File: src/fsp_params.svh
// Register indices, reset values and sizes of the fast serial port
`ifndef FSP_PARAMS_SVH
`define FSP_PARAMS_SVH
`define IDX_TO_LOW 8'hd1
`define IDX_TO_HIGH 8'hd2
`define IDX_COUNT 8'hd3
`define IDX_IRQ_EN 8'hd4
`define IDX_GUARD 8'hd5
`define IDX_RX 8'hd6
`define IDX_TX 8'hd7
`define IDX_STATUS 8'hd8
`define IDX_CONFIG 8'hd9
`define IDX_FLAGS 8'hda
`define IDX_CONTROL 8'hdb
`define IDX_ENGINE 8'hdc
`define CONFIG_RST 8'h80
`define CONTROL_RST 8'h01
`define MEM_RST_CYCLES 2'h2
`define BUF_BYTES 16
`endif

File: src/fsp_pkg.sv
// Types of the fast serial port
package fsp_pkg;
  typedef enum logic [2:0] {
    M_IDLE = 3'b001,
    M_SHIFT = 3'b010,
    M_GUARD = 3'b100
  } master_state_t;
  typedef enum logic [1:0] {
    E_IDLE = 2'b01,
    E_RUN = 2'b10
  } engine_state_t;
  typedef struct packed {
    logic read;
    logic write;
    logic [9:0] address;
    logic [3:0] byteenable;
    logic [31:0] writedata;
  } avmm_req_t;
  typedef struct packed {
    logic [2:0] serial_clock_divider;
    logic dual_port_buffer;
    logic cpha;
    logic cpol;
    logic master;
    logic port_enable;
  } port_config_t;
  typedef struct packed {
    logic [1:0] pad;
    logic select_polarity;
    logic software_select_level;
    logic select_source;
    logic timeout_start_strobe;
    logic timeout_rearm_strobe;
    logic chip_select;
  } control_t;
  typedef struct packed {
    logic pad;
    logic rx_any_full;
    logic tx_any_empty;
    logic buffer_mem_ok;
    logic select_state;
    logic rx_all_full;
    logic tx_all_empty;
    logic port_clock_ok;
  } status_t;
  typedef struct packed {
    logic pad;
    logic [4:0] count;
    logic to_buffer;
    logic run;
  } engine_t;
endpackage

File: src/fast_serial_port.sv
// Fast serial port: control, status, data, buffers and transfer engine
// Behaviour
// - Polarity bit picks high or low select
// - Select source picks software level or pin
// - Start strobe arms timeout, counts after first byte
// - Rearm strobe reloads the timeout counter
// - Chip-select bit drives pin in master mode unless software source
// - Reset leaves slave deselected, polarity zero
// - Status reports any and all receive buffers full
// - Status reports any and all transmit buffers empty
// - Status shows buffer memory running
// - Status shows select pin, inverted by polarity
// - Status shows port enabled and clocked
// - Transmit write loads shifter and starts sending
// - Receive read returns earliest received byte
// - Master inserts guard cycles between characters
// - Count write sets bytes per buffer
// - Count read returns bytes in completed buffer
// - Count write swaps the ping-pong buffers
// - Timeout counts divided serial clock cycles
// - Engine register hidden while port disabled
// - Buffer mode enables engine, N bytes N+1 cycles
// - Engine run stalls the processor until done
// - Config bit turns buffer memory and engine on
// - Timeout sets flag and enabled interrupt
// - Divider field selects ratio four to ninety-six
`timescale 1ns/100ps
`default_nettype none
`include "fsp_params.svh"
module fast_serial_port
  import fsp_pkg::*;
#(
  parameter int BUF_BYTES = `BUF_BYTES
) (
  input wire logic clk_in,
  input wire logic sys_rst_in,
  input wire avmm_req_t avs_in,
  output logic [31:0] avs_readdata_out,
  output logic avs_waitrequest_out,
  output logic irq_out,
  output logic cpu_stall_out,
  input wire logic sck_in,
  output logic sck_out,
  output logic sck_oe_out,
  input wire logic mosi_in,
  output logic mosi_out,
  output logic mosi_oe_out,
  input wire logic miso_in,
  output logic miso_out,
  output logic miso_oe_out,
  input wire logic select_pin_in,
  output logic select_pin_out,
  output logic select_pin_oe_out,
  output logic [$clog2(BUF_BYTES)-1:0] ram_addr_out,
  output logic [7:0] ram_wdata_out,
  output logic ram_we_out,
  input wire logic [7:0] ram_rdata_in
);
  localparam int IW = $clog2(BUF_BYTES);
  localparam logic [4:0] BUF_N = 5'(BUF_BYTES);

  function automatic logic [6:0] div_ratio(input logic [2:0] s);
    case (s)
      3'h0: div_ratio = 7'd4;
      3'h1: div_ratio = 7'd5;
      3'h2: div_ratio = 7'd6;
      3'h3: div_ratio = 7'd8;
      3'h4: div_ratio = 7'd12;
      3'h5: div_ratio = 7'd24;
      3'h6: div_ratio = 7'd48;
      default: div_ratio = 7'd96;
    endcase
  endfunction

  port_config_t cfg_q;
  control_t ctrl_q;
  status_t status;
  engine_t eng_wd;
  master_state_t mst_q;
  engine_state_t e_st_q;
  logic wait_q, irq_q, en_prev_q, bm_prev_q, tx_pend_q, rx_full_q, xfer_q, act_q;
  logic to_arm_q, to_run_q, stall_q, ram_we_q, e_dir_q, byte_ev_q;
  logic sck_q, mosi_q, miso_q, sck_p_q, sel_p_q, sck_oe_q, miso_oe_q, sel_out_q, sel_oe_q;
  logic [31:0] rdata_q;
  logic [7:0] to_low_q, to_high_q, guard_q, tx_hold_q, rx_hold_q, gcnt_q, sh_q, rsh_q, byte_q;
  logic [7:0] rd_mux, wd, idx, tx_next;
  logic [1:0] ie_q, flags_q, mem_rst_q, rx_full_b_q, tx_empty_b_q;
  logic [2:0] div_sel_q;
  logic [3:0] s1_q, s2_q, bit_q;
  logic [4:0] target_q, tx_idx_q, rx_idx_q, done_cnt_q, e_n_q, e_k_q;
  logic [6:0] div_cnt_q, ratio;
  logic [15:0] to_cnt_q;
  logic [IW-1:0] ram_addr_q;
  logic [7:0] tx_buf [2][BUF_BYTES];
  logic [7:0] rx_buf [2][BUF_BYTES];
  logic req, wr, rd, en, bufmode, master, tick_full, tick_half, expire, e_done, launch;
  logic sck_s, mosi_s, miso_s, pin_s, asserted, selected, sel_slave, sel_rise;
  logic lead, trail, smp, stp, load, tx_avail, tx_take, in_bit, rx_done, to_start, to_rearm;

  assign avs_readdata_out = rdata_q;
  assign avs_waitrequest_out = wait_q;
  assign irq_out = irq_q;
  assign cpu_stall_out = stall_q;
  assign sck_out = sck_q;
  assign sck_oe_out = sck_oe_q;
  assign mosi_out = mosi_q;
  assign mosi_oe_out = sck_oe_q;
  assign miso_out = miso_q;
  assign miso_oe_out = miso_oe_q;
  assign select_pin_out = sel_out_q;
  assign select_pin_oe_out = sel_oe_q;
  assign ram_addr_out = ram_addr_q;
  assign ram_we_out = ram_we_q;

  // Bus decode: requests complete on the edge where waitrequest is low
  assign req = avs_in.read | avs_in.write;
  assign idx = avs_in.address[9:2];
  assign wd = avs_in.writedata[7:0];
  assign eng_wd = engine_t'(wd);
  assign wr = req & ~wait_q & avs_in.write & avs_in.byteenable[0];
  assign rd = req & ~wait_q & avs_in.read;
  assign en = cfg_q.port_enable;
  assign bufmode = cfg_q.dual_port_buffer & en;
  assign master = cfg_q.master;
  assign to_start = wr && idx == `IDX_CONTROL && wd[2];
  assign to_rearm = wr && idx == `IDX_CONTROL && wd[1];

  // Pin synchronisers
  always_ff @(posedge clk_in or posedge sys_rst_in) begin
    if (sys_rst_in) begin
      s1_q <= 4'h0;
      s2_q <= 4'h0;
    end else begin
      s1_q <= {sck_in, mosi_in, miso_in, select_pin_in};
      s2_q <= s1_q;
    end
  end
  assign {sck_s, mosi_s, miso_s, pin_s} = s2_q;

  assign asserted = ctrl_q.select_source ? ctrl_q.software_select_level : pin_s;
  assign selected = asserted == ctrl_q.select_polarity;
  assign sel_slave = selected & ~master & en;
  assign sel_rise = sel_slave & ~sel_p_q;

  always_comb begin
    status = '0;
    status.rx_any_full = |rx_full_b_q;
    status.rx_all_full = &rx_full_b_q;
    status.tx_any_empty = |tx_empty_b_q;
    status.tx_all_empty = &tx_empty_b_q;
    status.buffer_mem_ok = bufmode && mem_rst_q == 2'h0;
    status.select_state = pin_s ^ ctrl_q.select_polarity;
    status.port_clock_ok = en;
  end

  always_comb begin
    rd_mux = 8'h00;
    case (idx)
      `IDX_TO_LOW: rd_mux = to_low_q;
      `IDX_TO_HIGH: rd_mux = to_high_q;
      `IDX_COUNT: rd_mux = {3'h0, done_cnt_q};
      `IDX_IRQ_EN: rd_mux = {ie_q, 6'h00};
      `IDX_GUARD: rd_mux = guard_q;
      `IDX_RX: rd_mux = rx_hold_q;
      `IDX_STATUS: rd_mux = status;
      `IDX_CONFIG: rd_mux = cfg_q;
      `IDX_FLAGS: rd_mux = {flags_q, 6'h00};
      `IDX_CONTROL: rd_mux = ctrl_q;
      `IDX_ENGINE: rd_mux = en ? {1'b0, e_n_q, e_dir_q, stall_q} : 8'h00;
      default: rd_mux = 8'h00;
    endcase
  end

  // Bus slave; new requests wait while the engine runs
  always_ff @(posedge clk_in or posedge sys_rst_in) begin
    if (sys_rst_in) begin
      wait_q <= 1'b1;
      rdata_q <= 32'h0;
    end else if (req && wait_q && e_st_q == E_IDLE) begin
      wait_q <= 1'b0;
      rdata_q <= {24'h0, rd_mux};
    end else begin
      wait_q <= 1'b1;
    end
  end

  // Software registers
  always_ff @(posedge clk_in or posedge sys_rst_in) begin
    if (sys_rst_in) begin
      cfg_q <= port_config_t'(`CONFIG_RST);
      ctrl_q <= control_t'(`CONTROL_RST);
      to_low_q <= 8'h00;
      to_high_q <= 8'h00;
      guard_q <= 8'h00;
      ie_q <= 2'h0;
      div_sel_q <= 3'h0;
      en_prev_q <= 1'b0;
      bm_prev_q <= 1'b0;
      mem_rst_q <= 2'h0;
    end else begin
      if (wr && idx == `IDX_CONFIG) begin
        cfg_q <= port_config_t'(wd);
        cfg_q.master <= wd[1] & wd[0];
      end else if (!en) begin
        cfg_q.master <= 1'b0;
      end
      if (!en && wr && idx == `IDX_CONFIG) div_sel_q <= wd[7:5];
      else if (!en) div_sel_q <= cfg_q.serial_clock_divider;
      if (wr && idx == `IDX_CONTROL) begin
        ctrl_q <= control_t'({2'h0, wd[5:3], 2'h0, wd[0]});
      end
      if (wr && idx == `IDX_TO_LOW) to_low_q <= wd;
      if (wr && idx == `IDX_TO_HIGH) to_high_q <= wd;
      if (wr && idx == `IDX_GUARD) guard_q <= wd;
      if (wr && idx == `IDX_IRQ_EN) ie_q <= wd[7:6];
      en_prev_q <= en;
      bm_prev_q <= bufmode;
      if (bm_prev_q && !bufmode) mem_rst_q <= `MEM_RST_CYCLES;
      else if (mem_rst_q != 2'h0) mem_rst_q <= mem_rst_q - 2'h1;
    end
  end

  // Serial clock divider
  assign ratio = div_ratio(div_sel_q);
  assign tick_full = en && div_cnt_q == ratio - 7'd1;
  assign tick_half = en && div_cnt_q == (ratio >> 1) - 7'd1;
  always_ff @(posedge clk_in or posedge sys_rst_in) begin
    if (sys_rst_in) div_cnt_q <= 7'h00;
    else if (!en || tick_full) div_cnt_q <= 7'h00;
    else div_cnt_q <= div_cnt_q + 7'd1;
  end

  // Shift events for both roles
  always_comb begin
    if (master) begin
      lead = mst_q == M_SHIFT && tick_half;
      trail = mst_q == M_SHIFT && tick_full;
    end else begin
      lead = sel_slave && sck_s != cfg_q.cpol && sck_p_q == cfg_q.cpol;
      trail = sel_slave && sck_s == cfg_q.cpol && sck_p_q != cfg_q.cpol;
    end
  end
  assign smp = cfg_q.cpha ? trail : lead;
  assign stp = cfg_q.cpha ? lead : trail;
  assign in_bit = master ? miso_s : mosi_s;
  assign tx_avail = bufmode ? (xfer_q && tx_idx_q < target_q) : tx_pend_q;
  assign tx_next = bufmode ? tx_buf[act_q][tx_idx_q[IW-1:0]] : tx_hold_q;
  assign load = master ? (mst_q == M_IDLE && tx_avail && tick_full)
                       : (sel_rise || (smp && bit_q == 4'd7));
  assign tx_take = load && tx_avail;

  always_ff @(posedge clk_in or posedge sys_rst_in) begin
    if (sys_rst_in) begin
      mst_q <= M_IDLE;
      sh_q <= 8'h00;
      rsh_q <= 8'h00;
      bit_q <= 4'h0;
      gcnt_q <= 8'h00;
      sck_q <= 1'b0;
      mosi_q <= 1'b0;
      miso_q <= 1'b0;
      byte_ev_q <= 1'b0;
      byte_q <= 8'h00;
      sck_p_q <= 1'b0;
      sel_p_q <= 1'b0;
    end else begin
      byte_ev_q <= 1'b0;
      sck_p_q <= sck_s;
      sel_p_q <= sel_slave;
      if (smp) begin
        rsh_q <= {rsh_q[6:0], in_bit};
        bit_q <= bit_q + 4'd1;
        if (bit_q == 4'd7) begin
          byte_ev_q <= 1'b1;
          byte_q <= {rsh_q[6:0], in_bit};
        end
      end
      if (stp) begin
        if (master) mosi_q <= sh_q[7];
        else miso_q <= sh_q[7];
        sh_q <= {sh_q[6:0], 1'b0};
      end
      if (!en || (!master && !sel_slave)) begin
        mst_q <= M_IDLE;
        sck_q <= cfg_q.cpol;
        bit_q <= 4'h0;
      end else begin
        if (load) begin
          bit_q <= 4'h0;
          sh_q <= cfg_q.cpha ? tx_next : {tx_next[6:0], 1'b0};
          if (!cfg_q.cpha && master) mosi_q <= tx_next[7];
          if (!cfg_q.cpha && !master) miso_q <= tx_next[7];
        end
        if (master) begin
          unique case (mst_q)
            M_IDLE: begin
              sck_q <= cfg_q.cpol;
              if (load) mst_q <= M_SHIFT;
            end
            M_SHIFT: begin
              if (tick_half || tick_full) sck_q <= ~sck_q;
              if (tick_full && (bit_q == 4'd8 || (cfg_q.cpha && bit_q == 4'd7))) begin
                mst_q <= M_GUARD;
                gcnt_q <= guard_q;
              end
            end
            M_GUARD: begin
              if (gcnt_q == 8'h00) mst_q <= M_IDLE;
              else if (tick_full) gcnt_q <= gcnt_q - 8'd1;
            end
          endcase
        end
      end
    end
  end

  // Single-byte holding registers
  always_ff @(posedge clk_in or posedge sys_rst_in) begin
    if (sys_rst_in) begin
      tx_hold_q <= 8'h00;
      tx_pend_q <= 1'b0;
      rx_hold_q <= 8'h00;
      rx_full_q <= 1'b0;
    end else begin
      if (tx_take && !bufmode) tx_pend_q <= 1'b0;
      if (wr && idx == `IDX_TX && !bufmode) begin
        tx_hold_q <= wd;
        tx_pend_q <= 1'b1;
      end
      if (rd && idx == `IDX_RX) rx_full_q <= 1'b0;
      if (byte_ev_q && !bufmode && (!rx_full_q || (rd && idx == `IDX_RX))) begin
        rx_hold_q <= byte_q;
        rx_full_q <= 1'b1;
      end
    end
  end

  // Reception timeout on the divided clock
  assign expire = bufmode && to_run_q && tick_full && to_cnt_q == 16'h0000;
  always_ff @(posedge clk_in or posedge sys_rst_in) begin
    if (sys_rst_in) begin
      to_arm_q <= 1'b0;
      to_run_q <= 1'b0;
      to_cnt_q <= 16'h0000;
    end else begin
      if (to_run_q && tick_full && to_cnt_q != 16'h0000) to_cnt_q <= to_cnt_q - 16'd1;
      if (expire || !bufmode) to_run_q <= 1'b0;
      if (to_arm_q && byte_ev_q) begin
        to_arm_q <= 1'b0;
        to_run_q <= 1'b1;
      end
      if (to_rearm) to_cnt_q <= {to_high_q, to_low_q};
      if (to_start) begin
        to_arm_q <= 1'b1;
        to_run_q <= 1'b0;
        to_cnt_q <= {to_high_q, to_low_q};
      end
    end
  end

  // Ping-pong buffer management
  assign rx_done = bufmode && xfer_q && ((byte_ev_q && rx_idx_q + 5'd1 >= target_q) || expire);
  always_ff @(posedge clk_in or posedge sys_rst_in) begin
    if (sys_rst_in) begin
      act_q <= 1'b0;
      target_q <= 5'h00;
      tx_idx_q <= 5'h00;
      rx_idx_q <= 5'h00;
      xfer_q <= 1'b0;
      done_cnt_q <= 5'h00;
      rx_full_b_q <= 2'h0;
      tx_empty_b_q <= 2'h3;
    end else if (!bufmode) begin
      xfer_q <= 1'b0;
      rx_full_b_q <= 2'h0;
      tx_empty_b_q <= 2'h3;
    end else begin
      if (e_done && e_dir_q) tx_empty_b_q[~act_q] <= 1'b0;
      if (e_done && !e_dir_q) rx_full_b_q[~act_q] <= 1'b0;
      if (tx_take) begin
        tx_idx_q <= tx_idx_q + 5'd1;
        if (tx_idx_q + 5'd1 == target_q) tx_empty_b_q[act_q] <= 1'b1;
      end
      if (byte_ev_q && xfer_q) rx_idx_q <= rx_idx_q + 5'd1;
      if (rx_done) begin
        xfer_q <= 1'b0;
        rx_full_b_q[act_q] <= 1'b1;
        done_cnt_q <= byte_ev_q ? rx_idx_q + 5'd1 : rx_idx_q;
      end
      if (wr && idx == `IDX_COUNT) begin
        target_q <= wd[4:0];
        act_q <= ~act_q;
        tx_idx_q <= 5'h00;
        rx_idx_q <= 5'h00;
        xfer_q <= 1'b1;
      end
    end
  end

  always_ff @(posedge clk_in) begin
    if (bufmode && byte_ev_q && xfer_q) rx_buf[act_q][rx_idx_q[IW-1:0]] <= byte_q;
    if (e_st_q == E_RUN && e_dir_q && e_k_q != 5'h00) begin
      tx_buf[~act_q][IW'(e_k_q - 5'd1)] <= ram_rdata_in;
    end
  end

  // Interrupt flags, cleared on enable toggle
  always_ff @(posedge clk_in or posedge sys_rst_in) begin
    if (sys_rst_in) begin
      flags_q <= 2'h0;
      irq_q <= 1'b0;
    end else begin
      if (en != en_prev_q) begin
        flags_q <= 2'h0;
      end else begin
        if (wr && idx == `IDX_FLAGS) flags_q <= flags_q & wd[7:6];
        if (expire) flags_q[1] <= 1'b1;
        if (rx_done) flags_q[0] <= 1'b1;
      end
      irq_q <= |(flags_q & ie_q);
    end
  end

  // Buffer transfer engine
  assign launch = wr && idx == `IDX_ENGINE && en && bufmode && eng_wd.run;
  assign e_done = e_st_q == E_RUN && e_k_q == e_n_q;
  always_ff @(posedge clk_in or posedge sys_rst_in) begin
    if (sys_rst_in) begin
      e_st_q <= E_IDLE;
      e_n_q <= 5'h00;
      e_k_q <= 5'h00;
      e_dir_q <= 1'b0;
      stall_q <= 1'b0;
      ram_addr_q <= '0;
      ram_we_q <= 1'b0;
      ram_wdata_out <= 8'h00;
    end else begin
      unique case (e_st_q)
        E_IDLE: begin
          ram_we_q <= 1'b0;
          if (launch) begin
            e_st_q <= E_RUN;
            stall_q <= 1'b1;
            e_k_q <= 5'h00;
            e_dir_q <= eng_wd.to_buffer;
            e_n_q <= (eng_wd.count > BUF_N) ? BUF_N : eng_wd.count;
          end
        end
        E_RUN: begin
          if (e_k_q < e_n_q) begin
            ram_addr_q <= e_k_q[IW-1:0];
            ram_we_q <= ~e_dir_q;
            ram_wdata_out <= rx_buf[~act_q][e_k_q[IW-1:0]];
          end else begin
            ram_we_q <= 1'b0;
          end
          if (e_done) begin
            e_st_q <= E_IDLE;
            stall_q <= 1'b0;
          end else begin
            e_k_q <= e_k_q + 5'd1;
          end
        end
      endcase
    end
  end

  // Pin drivers
  always_ff @(posedge clk_in or posedge sys_rst_in) begin
    if (sys_rst_in) begin
      sck_oe_q <= 1'b0;
      miso_oe_q <= 1'b0;
      sel_out_q <= 1'b1;
      sel_oe_q <= 1'b0;
    end else begin
      sck_oe_q <= master;
      miso_oe_q <= sel_slave;
      sel_out_q <= ctrl_q.chip_select;
      sel_oe_q <= master && !ctrl_q.select_source;
    end
  end
endmodule
`default_nettype wire

File: config.mk
export PLATFORM = sky130hd
export DESIGN_NAME = fast_serial_port
export DESIGN_NICKNAME = d
export VERILOG_FILES = /design/src/fsp_pkg.sv /design/src/fast_serial_port.sv
export VERILOG_INCLUDE_DIRS = /design/src /design/src/src
export SDC_FILE = /design/constraint.sdc
export NUM_CORES = 1
export LEC_CHECK = 0
export BUFFER_PORTS_ARGS = -buffer_cell sky130_fd_sc_hd__buf_2
export CAP_MARGIN = 20
export CORE_ASPECT_RATIO = 2
export CORE_MARGIN = 2
export CORE_UTILIZATION = 55
export DETAILED_ROUTE_END_ITERATION = 10
export GPL_TIMING_DRIVEN = 0
export PLACE_DENSITY = 0.78
export REMOVE_ABC_BUFFERS = 1
export SLEW_MARGIN = 20
export SYNTH_ARGS = -nofsm -noshare
export SYNTH_HDL_FRONTEND = slang
export SYNTH_SLANG_ARGS = --single-unit
File: constraint.sdc
create_clock -name clk_in -period 11.1 [get_ports clk_in]
set_clock_uncertainty 0.05 [all_clocks]
set_input_delay 2.22 -clock clk_in [delete_from_list [all_inputs] [get_ports clk_in]]
set_output_delay 2.22 -clock clk_in [all_outputs]
set_load 0.005 [all_outputs]
==> impl_results.md <==
* Endpoints failing hold at 0
* FP Rows at between 100 and 150
* Net Switching at roughly 1.4 mW
* TritonCTS Buffers at 58
* Power consumption at a little under 6 mW
* Simple-Gate Fraction of Synth Area at 0.0670
* WS Path Type: reg -> reg
* Cells on worst reg2reg path at 10
* Setup_tns at 0 ns
* Layout area overhead at 9.88%
* WP data arrival at 5.37 ns
* GRT Max-Usage Layer: met2
* Commonest non-fill, non-tap cells in the layout: edfxtp_1, dfrtp_1, nor2_1, mux4_2, nand2_1
* Port bufs at 64
* Post-Synth XOR/XNOR Area at 0.0142
* Synthesized area at about 30000 um^2
* RSZ-0062 raised after global routing: no
* Post-Syn Instances at slightly below 2000
* Drt pass-1 iters at 6
* CP endpoint kind: register
* CP max FO at 24
* Drt wl/cell at 24.9 um
* # resized after CTS at 0
* Initial antenna violation count at 0
* Worst-margin pin slew at 1.03 ns
* Synth top area share at 0.499
* GRT met3 Usage at 0.0370
* Largest cells by area after synthesis: edfxtp_1, dfrtp_1, mux4_2, mux2_2, mux2i_1
* CORE AREA at between 50000 and 60000 um^2
* Logic pwr share at 0.098
* Detailed Route WL at 69600 um
* Ys async rst share at 0.288
* Crit path launch type: register
* P_int at around 4.4 mW
* Status: finished, final reports clean
* Largest net degree at the start of global routing at approximately 100
* Met2 Use GR at 0.445
* Required time of the worst setup path at around 12 ns
* Post-CTS Setup Repair Bufs at 0
* Yosys cell types at 85
* Filler cells at between 3000 and 4000
* Leakage at approximately 12 nW
* Mux cell area share after synthesis at 0.159
* CTS tree: yes
* Post-synthesis adder-cell area fraction at 0.0145
* Met1 Usage GRT at 0.264
* Largest family of logic cells by synthesized area: multiplexers
* Synth area leader: edfxtp_1
* Die W at 171 um
* Final worst path period need at between 4 and 5 ns
* Die area at between 50000 and 60000 um^2
* Worst min-delay path class: reg -> reg
* Synth Area per Inst at ~16 um^2
* Antenna Violating Nets Remaining at 0
* Post-synthesis compound-gate area fraction at 0.0536
* Synth Flop Type: edfxtp_1
* Relative slew slack at 0.310
* Max frequency at between 200 and 250 MHz
* Reg power frac at 0.527
* Routability cong. at approximately 0.99
* Layout Nets at 2098
* CTS H-tree lvls at 2
* Hold Buf Count CTS at 0
* Diode count at 0
* Share of cells above drive strength 1 at 0.214
* Final setup violation count at 0
* Commonest non-fill, non-tap cell in the layout: edfxtp_1
* Clock network fraction of total power at 0.376
* Clk root buf: clkbuf_16
* Ports at ~120
* CTS clock-pin slew for the worst setup and hold paths at ~0.070 ns
* Iteration-0 DRC count of the detailed router at 1701
* Sink Count at 719
* Grt total ovfl at 0
* Die span in y at roughly 340 um
* Count of pins over their slew limit at 0
* Pwr Density at 172 nW/um^2
* Worst hold stages at 0
* YS warnings at 0
* Initial Utilization at 0.556
* Max VDD drop at approximately 0.00013 V
* Total GRT Usage at 0.244
* Total of max-cap violations at 0
* Drc violations at 0
* EDFF count, synth at ~510
* Register area share after synthesis at 0.668
* Global-route wire length before repair at approximately 110000 um
* Max clock buf depth at 3
* Vias/cell at a little over 6
* Final HPWL from detailed placement at between 40000 and 50000 um
* Tcrit/Tclk final at 0.440
* Worst-Skew Late Latency at 0.63 ns
* Number of global-route vias before repair at approximately 18000
* Sw frac at 0.242
* Vias at between 15000 and 20000
* FF+latch count, synth at a little over 700
## path summary, 6_finish.rpt
kind	endpoint	from	slack, ns
setup / recovery	sh_q[5]$_DFF_PP0_	div_sel_q[2]$_DFFE_PP0P_	6.22
hold / removal	s2_q[2]$_DFF_PP0_	s1_q[2]$_DFF_PP0_	0.30
setup reg to reg	sh_q[5]$_DFF_PP0_	div_sel_q[2]$_DFFE_PP0P_	6.22
hold reg to reg	s2_q[2]$_DFF_PP0_	s1_q[2]$_DFF_PP0_	0.30
max in group asynchronous	mst_q[0]$_DFFE_PP1P_	sys_rst_in	8.33
min in group asynchronous	byte_q[4]$_DFFE_PP0P_	sys_rst_in	1.48
## logic make-up (layout without fill, tap and decap cells)
logic type / Yosys count / after routing
flops: 719 / 719
simple gates: 429 / 429
mux: 317 / 317
compound gates: 257 / 257
buf+inv: 162 / 218
xor+xnor: 50 / 50
fa+ha+maj: 36 / 36
other cells: 1 / 24
## Yosys cell counts, drive strengths merged (4+ instances only)
library cell,n
dfstp,8
and2,7
a222oi,4
nor3,34
xor2,21
edfxtp,512
inv,34
o211ai,6
a211oi,11
clkbuf,68
a21oi,66
ha,35
o21a,8
or3,11
o22ai,9
a21o,10
mux2i,93
nand4,9
or3b,4
and3,17
xnor2,29
nor4,12
nor2b,12
nand2b,11
dfrtp,199
a32oi,6
o31ai,4
a221oi,5
nand2,105
o221ai,8
mux4,128
nand3,20
a31oi,8
o21ai,78
or2,8
nor2,159
buf,60
mux2,96
nand3b,7
## per-layer routing
| layer | vias to the layer above | wire length, um |
|---|---|---|
| met5 | - | 0 |
| met4 | 0 | 4390 |
| met3 | 221 | 3560 |
| met2 | 638 | 37800 |
| met1 | 8916 | 23800 |
| li1 | 7579 | - |
## power groups by stage
stage	Sequential [mW]	Clock, mW	Combinational [mW]
2_1_floorplan	3.08	0	0.372
3_3_place_gp	3.11	0	0.530
3_5_place_dp	3.12	0	0.565
4_1_cts	3.06	2.21	0.568
5_1_grt	3.07	2.30	0.627
6_report	3.06	2.18	0.568
## per-stage QoR
step | std cells | setup WS [ns] | util | area (um^2) | hold slack (ns)
2_1_floorplan | 1866 | 3.19 | - | 30300 | 0.281
3_3_place_gp | 2674 | 0.331 | 0.569 | 31500 | 0.287
3_5_place_dp | 2685 | 6.00 | 0.574 | 31800 | 0.288
4_1_cts | 2794 | 6.22 | 0.610 | 33800 | 0.305
5_1_grt | 2794 | 5.81 | 0.611 | 33800 | 0.312
6_report | 2794 | 6.22 | 0.611 | 33800 | 0.304
## layout make-up
cell class	count	area (um^2)	share of cell area
clock inverter	39	478	0.0141
multi-input combinational	1113	9620	0.284
timing repair buffer	75	551	0.0163
sequential	719	20600	0.608
inverter	34	135	0.00399
tap	744	931	0.0275
clock buffer	70	1540	0.0455
## critical path: stages, from the launching register on
cell       delay [ns]
dfrtp_1          0.79
maj3_1           0.35
ha_1             0.46
mux2i_1          0.17
o21a_1           0.25
a2111oi_2        0.32
or4b_1           0.81
o211a_4          0.40
o31ai_4          0.61
nand2_2          0.33
mux2i_1          0.25
Power figures use the tool's default switching activity.
